`src/rtl/amp_sup_map.svh`:
```
//============================================================================
// Purpose: Constants for the amplifier state and fault supervisor
// Assumes: Included by its bare name; definitions only
// Notes:   SY bit positions index the synchroniser vector, GL ones the latched faults
// Function
// - Open-drain alarm low on protective Hi-Z/standby
// - Supply excursion forces standby, stops bus, alarms
// - Warning pin selects thermal, clip or both
// - Tweeter found asserts warning pin during diagnostics
// - Soft-silence pin low mutes all channels by ramp
// - Deep-sleep pin clears state, faults and settings, bus goes idle
// - Channel phase step selectable 45 or 180 degrees
// - Standby, Hi-Z, mute, normal output behaviours
// - Overcurrent and dc-detect latch channel into Hi-Z
// - Cycle limit flags warning pin, starts timer
// - Down ramp 2/3 to 1/3, mute status at 1/10
// - Up ramp from 1/3, play status at 9/10
// - Ramp starts when mode command is taken
// - Warning select 00 tweeter, 01 clip, 10 thermal
// - Frequency code 00/01/10 valid, 11 ignored
//============================================================================
`ifndef AMP_SUP_MAP_SVH
`define AMP_SUP_MAP_SVH

// Switching frequency select codes
`define FS_500      2'h0
`define FS_417      2'h1
`define FS_357      2'h2
`define FS_BAD      2'h3
`define FS_RST      2'h1

// Warning pin function codes
`define WS_TWEET    2'h0
`define WS_CLIP     2'h1
`define WS_THERM    2'h2
`define WS_BOTH     2'h3
`define WS_RST      2'h3

// Phase steps in units of 45 degrees
`define PH_45       3'h1
`define PH_180      3'h4

// Threshold comparator bit positions on the soft-silence pin
`define TH_TENTH    0
`define TH_THIRD    1
`define TH_TWO3RD   2
`define TH_NINE10   3

// Synchroniser vector layout
`define SY_SLEEP    0
`define SY_MUTE     1
`define SY_THR      2
`define SY_POR      6
`define SY_LDUMP    7
`define SY_GLAT     8
`define SY_TWARN    12
`define SY_CLIP     13
`define SY_CBC      17
`define SY_OC       21
`define SY_DC       25
`define SY_TWEET    29
`define SY_W        33
`define SY_RST      33'h000000003

// Latched global fault bit positions
`define GL_UV       0
`define GL_PUV      1
`define GL_OV       2
`define GL_TSD      3

`endif

```
`src/rtl/amp_sup_pkg.sv`:
```
//============================================================================
// Purpose: Types shared by the supervisor modules
// Assumes: Nothing
// Notes:   Constants live in the map header
//============================================================================
package amp_sup_pkg;
   typedef enum logic [1:0] {G_STANDBY, G_HIZ, G_ACTIVE} gstate_t;
   typedef enum logic [1:0] {CH_HIZ, CH_MUTE, CH_PLAY} ch_state_t;
   typedef enum logic [1:0] {GAIN_OFF, GAIN_RAMP, GAIN_FULL} gain_t;
endpackage : amp_sup_pkg

```
`src/rtl/ramp_if.sv`:
```
//============================================================================
// Purpose: Carrier between supervisor and gain ramp tracker
// Assumes: Same clock on both ends
// Notes:   Threshold bits are already synchronised
//============================================================================
interface ramp_if;
   import amp_sup_pkg::*;
   logic        dir_up;
   logic [3:0]  thr;
   gain_t       gain;
   logic        mute_st;
   logic        play_st;
   modport tracker (input dir_up, input thr,
                    output gain, output mute_st, output play_st);
   modport ctrl    (output dir_up, output thr,
                    input gain, input mute_st, input play_st);
endinterface : ramp_if

```
`src/rtl/gain_ramp_tracker.sv`:
```
//============================================================================
// Purpose: Follows the soft-silence pin against reference fractions
// Assumes: Comparator bits synchronised; rst asynchronous active high
// Notes:   Status bits lag the gain so software sees settled modes
//============================================================================
`include "amp_sup_map.svh"
module gain_ramp_tracker
   import amp_sup_pkg::*;
(
   // Clock and reset
   input wire logic  clk,
   input wire logic  rst,
   input wire logic  clr,
   // Ramp carrier
   ramp_if.tracker   rp
);
   gain_t gain_r, gain_nxt;
   logic  mute_r, mute_nxt;
   logic  play_r, play_nxt;

   //=========================================================================
   // Gain and status next values
   always_comb begin
      // Gain moves only between the one-third and two-thirds points
      if (rp.thr[`TH_TWO3RD]) begin
         gain_nxt = GAIN_FULL;
      end else if (rp.thr[`TH_THIRD]) begin
         gain_nxt = GAIN_RAMP;
      end else begin
         gain_nxt = GAIN_OFF;
      end
      mute_nxt = mute_r;
      play_nxt = play_r;
      if (!rp.dir_up && !rp.thr[`TH_TENTH]) begin
         mute_nxt = 1'b1;
         play_nxt = 1'b0;
      end else if (rp.dir_up && rp.thr[`TH_NINE10]) begin
         mute_nxt = 1'b0;
         play_nxt = 1'b1;
      end
      if (clr) begin
         gain_nxt = GAIN_OFF;
         mute_nxt = 1'b1;
         play_nxt = 1'b0;
      end
   end

   always_ff @(posedge clk or posedge rst) begin
      if (rst) begin
         gain_r <= GAIN_OFF;
         mute_r <= 1'b1;
         play_r <= 1'b0;
      end else begin
         gain_r <= gain_nxt;
         mute_r <= mute_nxt;
         play_r <= play_nxt;
      end
   end

   assign rp.gain    = gain_r;
   assign rp.mute_st = mute_r;
   assign rp.play_st = play_r;
endmodule : gain_ramp_tracker

```
`src/rtl/amp_state_fault_supervisor.sv`:
```
//============================================================================
// Purpose: Operating state and fault supervisor of a 4-channel amplifier
// Assumes: One 250 MHz clock; rst asynchronous active high
// Notes:   Pins and monitors are analog, so all pass a 3-stage synchroniser
//============================================================================
`include "amp_sup_map.svh"
module amp_state_fault_supervisor
   import amp_sup_pkg::*;
(
   // Clock and reset
   input  wire logic              clk,
   input  wire logic              rst,
   // Control pins and pin threshold comparators
   input  wire logic              deep_sleep_n,
   input  wire logic              mute_pin_n,
   input  wire logic [3:0]        thr_cmp,
   // Global monitors
   input  wire logic              power_on_reset,
   input  wire logic              load_dump,
   input  wire logic              undervoltage,
   input  wire logic              pump_undervoltage,
   input  wire logic              overvoltage,
   input  wire logic              thermal_warning,
   input  wire logic              thermal_shutdown,
   // Channel monitors
   input  wire logic [3:0]        clip_detect,
   input  wire logic [3:0]        cycle_current_limit,
   input  wire logic [3:0]        overcurrent_fault,
   input  wire logic [3:0]        dc_detect,
   input  wire logic [3:0]        tweeter_found,
   // Host mode commands
   input  wire logic              cmd_valid,
   input  wire logic [3:0]        cmd_hiz,
   input  wire logic              cmd_play,
   input  wire logic              fault_clear,
   // Host configuration
   input  wire logic              cfg_valid,
   input  wire logic [1:0]        cfg_fs_sel,
   input  wire logic [1:0]        cfg_warn_sel,
   input  wire logic              cfg_phase_180,
   input  wire logic              cfg_tweeter_mode,
   input  wire logic              cfg_dc_detect_en,
   // Pins out
   output logic                   fault_alarm_o,
   output logic                   fault_alarm_oe_n,
   output logic                   clip_thermal_warn_n,
   output logic                   ramp_charge,
   // State and status
   output logic                   standby,
   output logic                   i2c_enable,
   output ch_state_t [3:0]        ch_state,
   output gain_t                  gain_level,
   output logic                   mute_status,
   output logic                   play_status,
   output logic [3:0]             global_fault,
   output logic                   warn_status,
   output logic [3:0]             ch_oc_fault,
   output logic [3:0]             ch_dc_fault,
   output logic [3:0]             oc_timer_start,
   // Switching setup
   output logic [3:0][2:0]        ch_phase,
   output logic [1:0]             fs_sel
);
   //=========================================================================
   // Three-stage synchronisers; a change counts once stages 2 and 3 agree
   logic [`SY_W-1:0] raw, ff1_r, ff2_r, ff3_r, s_r;
   assign raw = {tweeter_found, dc_detect, overcurrent_fault,
                 cycle_current_limit, clip_detect, thermal_warning,
                 thermal_shutdown, overvoltage, pump_undervoltage,
                 undervoltage, load_dump, power_on_reset, thr_cmp,
                 mute_pin_n, deep_sleep_n};
   localparam logic [`SY_W-1:0] sync_init = `SY_RST;   // Idle pin levels
   genvar gi;
   generate
      for (gi = 0; gi < `SY_W; gi++) begin : g_sync
         logic s_nxt;
         assign s_nxt = (ff2_r[gi] == ff3_r[gi]) ? ff3_r[gi] : s_r[gi];
         always_ff @(posedge clk or posedge rst) begin
            if (rst) begin
               ff1_r[gi] <= sync_init[gi];
               ff2_r[gi] <= sync_init[gi];
               ff3_r[gi] <= sync_init[gi];
               s_r[gi]   <= sync_init[gi];
            end else begin
               ff1_r[gi] <= raw[gi];
               ff2_r[gi] <= ff1_r[gi];
               ff3_r[gi] <= ff2_r[gi];
               s_r[gi]   <= s_nxt;
            end
         end
      end
   endgenerate

   logic       sleep, supply_stop;
   logic [3:0] oc_s, dc_s, cbc_s, clip_s, tw_s;
   assign sleep       = !s_r[`SY_SLEEP];
   assign supply_stop = s_r[`SY_POR] | s_r[`SY_LDUMP];
   assign oc_s  = s_r[`SY_OC +: 4];
   assign dc_s  = s_r[`SY_DC +: 4];
   assign cbc_s = s_r[`SY_CBC +: 4];
   assign clip_s = s_r[`SY_CLIP +: 4];
   assign tw_s  = s_r[`SY_TWEET +: 4];

   //=========================================================================
   // Gain ramp tracker
   ramp_if rp ();
   gain_ramp_tracker u_ramp (
      .clk (clk),
      .rst (rst),
      .clr (sleep),
      .rp  (rp.tracker)
   );
   assign rp.thr = s_r[`SY_THR +: 4];
   assign rp.dir_up = ramp_charge;
   assign gain_level  = rp.gain;
   assign mute_status = rp.mute_st;
   assign play_status = rp.play_st;

   //=========================================================================
   // Supervisor state
   gstate_t          gst_r, gst_nxt;
   ch_state_t [3:0]  ch_nxt;
   logic [3:0]       glat_nxt, oc_nxt, dc_nxt, hiz_r, hiz_nxt, cbc_d_r;
   logic [3:0]       cbc_nxt, tstart_nxt;
   logic [3:0][2:0]  ph_nxt;
   logic [1:0]       fs_nxt, ws_r, ws_nxt;
   logic             play_r, play_nxt, twm_r, twm_nxt, dce_r, dce_nxt;
   logic             ph180_r, ph180_nxt, ramp_nxt, alarm_nxt, warn_nxt;
   logic             clr, mon_on, wsel;

   always_comb begin
      // A command or an explicit clear releases latched faults
      clr      = fault_clear | cmd_valid;
      mon_on   = gst_r != G_STANDBY;
      hiz_nxt  = cmd_valid ? cmd_hiz : hiz_r;
      play_nxt = cmd_valid ? cmd_play : play_r;
      fs_nxt   = fs_sel;
      ws_nxt   = ws_r;
      twm_nxt  = twm_r;
      dce_nxt  = dce_r;
      ph180_nxt = ph180_r;
      if (cfg_valid) begin
         if (cfg_fs_sel != `FS_BAD) begin
            fs_nxt = cfg_fs_sel;
         end
         ws_nxt    = cfg_warn_sel;
         twm_nxt   = cfg_tweeter_mode;
         dce_nxt   = cfg_dc_detect_en;
         ph180_nxt = cfg_phase_180;
      end
      // Set beats clear so an event in the clear cycle survives
      glat_nxt = (global_fault & ~{4{clr}})
               | (s_r[`SY_GLAT +: 4] & {4{mon_on}});
      for (int i = 0; i < 4; i++) begin
         oc_nxt[i] = (ch_oc_fault[i] & !clr)
                   | (oc_s[i] & (ch_state[i] != CH_HIZ));
         dc_nxt[i] = (ch_dc_fault[i] & !clr)
                   | (dc_s[i] & dce_r & (ch_state[i] == CH_PLAY));
         ph_nxt[i] = 3'(i * (ph180_r ? `PH_180 : `PH_45));
      end
      // Supply excursions and thermal shutdown park in standby
      if (supply_stop || global_fault[`GL_TSD]) begin
         gst_nxt = G_STANDBY;
      end else if (|global_fault[`GL_OV:`GL_UV]) begin
         gst_nxt = G_HIZ;
      end else begin
         gst_nxt = G_ACTIVE;
      end
      // Pin low pulls the ramp down for all channels at once
      ramp_nxt = play_nxt & s_r[`SY_MUTE]
               & (gst_r == G_ACTIVE);
      for (int i = 0; i < 4; i++) begin
         if (gst_r != G_ACTIVE || hiz_r[i] || ch_oc_fault[i]
             || ch_dc_fault[i]) begin
            ch_nxt[i] = CH_HIZ;
         end else if (rp.gain == GAIN_OFF) begin
            ch_nxt[i] = CH_MUTE;
         end else begin
            ch_nxt[i] = CH_PLAY;
         end
      end
      alarm_nxt = supply_stop | (|global_fault) | (|ch_oc_fault)
                | (|ch_dc_fault);
      unique case (ws_r)
         `WS_TWEET: wsel = 1'b0;
         `WS_CLIP:  wsel = |clip_s;
         `WS_THERM: wsel = s_r[`SY_TWARN];
         `WS_BOTH:  wsel = (|clip_s) | s_r[`SY_TWARN];
      endcase
      cbc_nxt    = cbc_s;
      tstart_nxt = cbc_s & ~cbc_d_r;
      warn_nxt = wsel | (|cbc_s) | (twm_r & (|tw_s));
      // Deep sleep drops every setting back to its reset value
      if (sleep) begin
         gst_nxt = G_STANDBY;
         glat_nxt = 4'h0;
         oc_nxt = 4'h0;
         dc_nxt = 4'h0;
         hiz_nxt = 4'hf;
         play_nxt = 1'b0;
         ramp_nxt = 1'b0;
         fs_nxt = `FS_RST;
         ws_nxt = `WS_RST;
         twm_nxt = 1'b0;
         dce_nxt = 1'b0;
         ph180_nxt = 1'b0;
      end
   end

   always_ff @(posedge clk or posedge rst) begin
      if (rst) begin
         gst_r <= G_STANDBY;
         ch_state <= '{default: CH_HIZ};
         global_fault <= 4'h0;
         ch_oc_fault <= 4'h0;
         ch_dc_fault <= 4'h0;
         hiz_r <= 4'hf;
         play_r <= 1'b0;
         fs_sel <= `FS_RST;
         ws_r <= `WS_RST;
         twm_r <= 1'b0;
         dce_r <= 1'b0;
         ph180_r <= 1'b0;
         ch_phase <= '0;
         ramp_charge <= 1'b0;
         fault_alarm_o <= 1'b0;
         fault_alarm_oe_n <= 1'b1;
         clip_thermal_warn_n <= 1'b1;
         standby <= 1'b1;
         i2c_enable <= 1'b0;
         warn_status <= 1'b0;
         cbc_d_r <= 4'h0;
         oc_timer_start <= 4'h0;
      end else begin
         gst_r <= gst_nxt;
         ch_state <= ch_nxt;
         global_fault <= glat_nxt;
         ch_oc_fault <= oc_nxt;
         ch_dc_fault <= dc_nxt;
         hiz_r <= hiz_nxt;
         play_r <= play_nxt;
         fs_sel <= fs_nxt;
         ws_r <= ws_nxt;
         twm_r <= twm_nxt;
         dce_r <= dce_nxt;
         ph180_r <= ph180_nxt;
         ch_phase <= ph_nxt;
         ramp_charge <= ramp_nxt;
         fault_alarm_o <= 1'b0;
         fault_alarm_oe_n <= !alarm_nxt;
         clip_thermal_warn_n <= !warn_nxt;
         standby <= gst_nxt == G_STANDBY;
         i2c_enable <= !(sleep | supply_stop);
         warn_status <= s_r[`SY_TWARN];
         cbc_d_r <= cbc_nxt;
         oc_timer_start <= tstart_nxt;
      end
   end

   for (genvar ci = 0; ci < 4; ci++) begin : g_oc_chk

   end
endmodule : amp_state_fault_supervisor

```
`config.mk`:
```
export PLATFORM = sky130hd
export DESIGN_NAME = amp_state_fault_supervisor
export DESIGN_NICKNAME = d
export VERILOG_FILES = /design/src/rtl/amp_sup_pkg.sv /design/src/rtl/ramp_if.sv /design/src/rtl/gain_ramp_tracker.sv /design/src/rtl/amp_state_fault_supervisor.sv
export VERILOG_INCLUDE_DIRS = /design/src /design/src/rtl
export SDC_FILE = /design/constraint.sdc
export NUM_CORES = 1
export LEC_CHECK = 0
export BUFFER_PORTS_ARGS = -buffer_cell sky130_fd_sc_hd__buf_2
export CAP_MARGIN = 20
export CORE_ASPECT_RATIO = 1.5
export CORE_MARGIN = 2
export CORE_UTILIZATION = 49
export DETAILED_ROUTE_END_ITERATION = 6
export HOLD_SLACK_MARGIN = 0.08
export PLACE_DENSITY = 0.8
export SYNTH_ARGS = -nofsm -noshare
export SYNTH_HDL_FRONTEND = slang
export SYNTH_SLANG_ARGS = --single-unit
```
`constraint.sdc`:
```
create_clock -name clk -period 13.3 [get_ports clk]
set_input_delay 1.995 -clock clk [delete_from_list [all_inputs] [get_ports clk]]
set_output_delay 1.995 -clock clk [all_outputs]
set_load 0.01 [all_outputs]
```
# == After elaboration in Yosys (flattened, before gate mapping) ==
# Cells that the tools add are included.
# totals
elab_cells,331
reg_bits,192
in_bits,50
out_inout_bits,49
# op_classes
mul,1
muxes,38
n_eq_ne,47
bitwise_logic,46
n_reduce_logical,38
# ops
op,count
$eq A1 B1 Y1,33
$mux W2,15
$reduce_or A4 Y1,6
$and A1 B1 Y1,23
$mux W4,5
$or A1 B1 Y1,17
$mux W1,16
$eq A2 B2 Y1 const B,7
$logic_or A1 B1 Y1,13
$and A4 B4 Y4,3
$reduce_bool A2 Y1,5
$ne A2 B2 Y1 const B,4
$not A4 Y4,2
$logic_not A1 Y1,7
$logic_not A2 Y1,3
$or A4 B4 Y4,1
$pmux W1 S4,1
$mul A2 B3 Y3 const A,1
$mux W3,1
$ne A3 B1 Y1 const B,1
$reduce_or A3 Y1,1
$eq A2 B1 Y1 const B,1
$logic_and A1 B1 Y1,2
$ne A2 B1 Y1 const B,1
$reduce_and A2 Y1,1

# == Logic depth before layout (Yosys ltp) ==
# logic_depth
ltp_word,6
depth_mapped,5
mapped_depth_nobuf,3

# == Modules after synthesis ==
# A second synthesis with hierarchy kept.
# unflattened
hier_cells,343
hier_area_um2,5729.2
# modules_own_cells
mod,instances,area_each_um2,seq_area_each_um2,cells_per_inst
amp_state_fault_supervisor,1,5577.8,4576.9,330
gain_ramp_tracker,1,151.4,101.3,13

# == Worst setup path before layout ==
# No wires, ideal clock.
# synth_path
path_kind,input to register
startpoint,input port cmd_valid
endpoint,register ch_dc_fault[3]
stages,5
n_path_buf,2
setup_time_ps,84
t_arrival_ps,2585
t_required_ps,13216
path_slack_ps,10631
path_cell_list,buf_4 nor2_2 buf_4 nand2_1 a21boi_0
# synth_between
elab_chain_cells,5
# synth_lines
item,line_no,text
"start, declared",amp_state_fault_supervisor.sv:32,"input wire logic cmd_valid,"
$or A1 B1 Y1,amp_state_fault_supervisor.sv:133,clr = fault_clear | cmd_valid;
$logic_not A1 Y1,amp_state_fault_supervisor.sv:157,dc_nxt[i] = (ch_dc_fault[i] & !clr)
$and A1 B1 Y1,amp_state_fault_supervisor.sv:157,
$or A1 B1 Y1,amp_state_fault_supervisor.sv:158,| (dc_s[i] & dce_r & (ch_state[i] == CH_PLAY));
$mux W4,amp_state_fault_supervisor.sv:194,if (sleep) begin
net dc_nxt[3],amp_state_fault_supervisor.sv:123,"logic [3:0] glat_nxt, oc_nxt, dc_nxt, hiz_r, hiz_nxt, cbc_d_r;"
"end signal, assigned",amp_state_fault_supervisor.sv:239,ch_dc_fault <= dc_nxt;
"end, declared",amp_state_fault_supervisor.sv:58,"output logic [3:0] ch_dc_fault,"
# The timed path passes the listed nets, and every way through them passes these cells.
# A chain may end at the register's enable or synchronous reset.

==> metrics.txt <==
Reg clk slew, reported paths=approximately 0.070 ns; Placer Congestion=0.753; post-route ant nets=0; vias=2,953; asr flop ratio synth=100%; register area share after synthesis=slightly above 80%; vias per cell=slightly below 5; Placeable Area=0.0115 mm²; Pwr Total=roughly 1200 µW; Routed WL=between 9000 and 10,000 µm; arrival time worst endpoint=around 3.6 ns; Worst setup EP type=asynchronous set/reset pin; Die Span Y=137 µm; Critical Path Fanout Max=around 120; power share of the sequential group=approximately 54%; synth top area cells=dfrtp_1 (72%), dfstp_2 (8.7%), maj3_1 (5.7%), mux2i_1 (1.7%), a21boi_0 (1.7%); Post-Synthesis Cells=~340; Final Cycle Share=between 20% and 30%; crit-path leading delay family=buffers and inverters; Worst Path Buf+Inv=3; vias in the first global route=~3,200; largest net degree at the start of global routing=approximately 120; Worst Setup Path Type=in2async; H-tree depth=4; TritonCTS clock tree=built; Fin. Hold Viols=0; R2R cell count=2; insertion delay to the later sink of the worst-skew pair=roughly 0.41 ns; HP Class=reg2reg; clock root buffer master=clkbuf_16; final global-route overflow total=0; EDFF count, synth=0; Final TNS setup=0 ns; Tightest Pin Transition=~0.99 ns; Final #Nets=approximately 490; Hold Crit Depth=0; routed len/inst=15.6 µm; LEAKAGE=0.00319 µW; Resized Gates After CTS=0; number of I/O pins=~100; combinational fraction of design power=approximately 4.4%; Seq cells post-synth=about 190; n_diodes=0; slowest cell delay on critical path=0.79 ns; first-pass GRT wire length=15,500 µm; Iteration-0 DRC Markers=about 150; Worst Setup Start Kind=input port; NetSw=between 200 and 300 µW; Power per Cell Area=roughly 170 mW/mm²; Crit path required time=about 14 ns; Synth top cells by count=dfrtp_1 (167), maj3_1 (33), nand2_1 (23); row count=48; worst relative slew slack=34.3%; Synthesis Warnings=0; Clk pwr share=slightly above 40%; Final Max Tran Viols=0; min cycle time layout=~3.1 ns; CP max stage cell=buf_4; Area Overhead vs Synth=19.8%; fmax=approximately 320 MHz; postcts setup bufs=0; die area=0.0127 mm²; endpoints failing setup=0; crit-path cells=buf_2 > clkinv_4 > buf_4; cell area after synthesis=roughly 0.0058 mm²; hold buffer count at cts=0; status=completed; clk_skew=roughly 0.011 ns; initial antenna violation count=0; maxcap violations=0; chip width=92.6 µm; port buffer count=91; top_reg_cell synth=dfrtp_1; maximum clock path buffer count=2; CTS sink count=about 190; Initial Util=50.3%; net switching share of the total power=approximately 22%; dominant cell type by area after synthesis=dfrtp_1; drc violations=0; # fillers=873; Worst VDD drop=slightly below 0.00008 V; number of buffers created by CTS=17; drt first pass iters=4; Internal=~900 µW; count leader, synth=dfrtp_1; post-synth top area share=72.5%; Total GRT Usage=16.2%; Layout Utilization=60.2%; Unique masters post-synth=29; layout cells sized above 1=around a third; Levels on crit path=3; Post-DP HPWL=between 6000 and 7000 µm; RSZ-0062 raised after global routing=false; Syn Area/Cell=~17 µm²
cells by family (layout without fill, tap and decap cells):
kind of cell / Yosys count / count (layout) / share of synthesized area [%]
DFF: 186 / 186 / 81.2
and+or+nand+nor: 62 / 62 / 5.82
adders and majority gates: 33 / 33 / 5.73
AOI/OAI and AO/OA: 29 / 29 / 3.26
buffers and inverters: 21 / 128 / 2.24
muxes: 10 / 10 / 1.74
other: 1 / 7 / 0.0651
worst paths after layout:
check / start / slack (ns) / to
worst max-delay path: rst / 10.18 / ff2_r[29]$_DFF_PP0_
max in group clk: u_ramp.rp.mute_st$_DFFE_PP1P_ / 10.23 / mute_status
worst max register to register: s_r[0]$_DFFE_PP1N_ / 11.95 / ramp_charge$_DFF_PP0_
min in group asynchronous: rst / 1.75 / ff1_r[28]$_DFF_PP0_
worst min register to register: ff1_r[9]$_DFF_PP0_ / 0.34 / ff2_r[9]$_DFF_PP0_
worst min-delay path: ff1_r[9]$_DFF_PP0_ / 0.34 / ff2_r[9]$_DFF_PP0_
layout by cell type (no fill, tap or decap), types with 2 or more instances in the layout:
cell / synthesis / routed
dfrtp_1: 167 / 167
buf_2: 1 / 91
maj3_1: 33 / 33
nand2_1: 23 / 23
dfstp_2: 19 / 19
clkbuf_16: 0 / 17
a21boi_0: 13 / 13
o21ai_0: 12 / 12
nor4_1: 11 / 11
mux2i_1: 10 / 10
nor2b_1: 8 / 8
conb_1: 1 / 7
clkinv_4: 0 / 6
nor2_1: 4 / 4
nand4b_1: 4 / 4
inv_1: 4 / 3
clkinvlp_4: 0 / 3
a21oi_1: 2 / 2
nor3_1: 2 / 2
and3_1: 2 / 2
clkbuf_8: 0 / 2
clkbuf_1: 3 / 2
inv_6: 0 / 2
per-layer routing:
metal  part of all wire [%]  GRT usage [%]
met5                      0              0
met4                    2.1           7.71
met3                    5.0           4.24
met2                     51           25.8
met1                     42           20.8
power by group through the flow:
stage | clock, µW | combinational [µW] | sequential (µW)
floorplan | 0 | 33.9 | 629
global placement | 0 | 49.4 | 632
detailed placement | 0 | 51.5 | 635
CTS | 488 | 52.1 | 625
global route | 514 | 57.4 | 628
finish | 476 | 50.4 | 624
metrics by stage:
stage | setup slack, ns | area [µm²] | hold WS (ns) | instances
3_5_place_dp | 9.57 | 6330 | 0.335 | 573
6_report | 10.18 | 6900 | 0.341 | 605
4_1_cts | 10.01 | 6900 | 0.344 | 605
3_3_place_gp | 9.65 | 6330 | 0.332 | 573
5_1_grt | 9.79 | 6900 | 0.355 | 605
2_1_floorplan | 6.28 | 5790 | 0.331 | 348
sequential cells by signal (all words and copies together) (netlist names), 2 cells and up:
signal,count
ch_state,8
ch_dc_fault,4
gst_r,2
ff1_r,33
ff3_r,33
dc_s,4
oc_timer_start,4
ch_oc_fault,4
cbc_nxt,4
cbc_d_r,4
clip_s,4
u_ramp.rp.gain,2
ws_r,2
fs_sel,2
ff2_r,33
ch_phase,2
rp.thr,4
hiz_r,4
global_fault,4
oc_s,4
s_r,13
area by class of cell:
type                            instances  area, µm²  share of cell area, %
Multi-Input combinational cell        141        980                   14.2
Inverter                                4       20.0                  0.290
Timing Repair Buffer                   92        463                   6.71
Clock buffer                           21        460                   6.67
Sequential cell                       186       4680                   67.8
Tap cell                              150        188                   2.72
Clock inverter                         11        114                   1.65
Note: power is estimated with default switching activity, not from simulation.
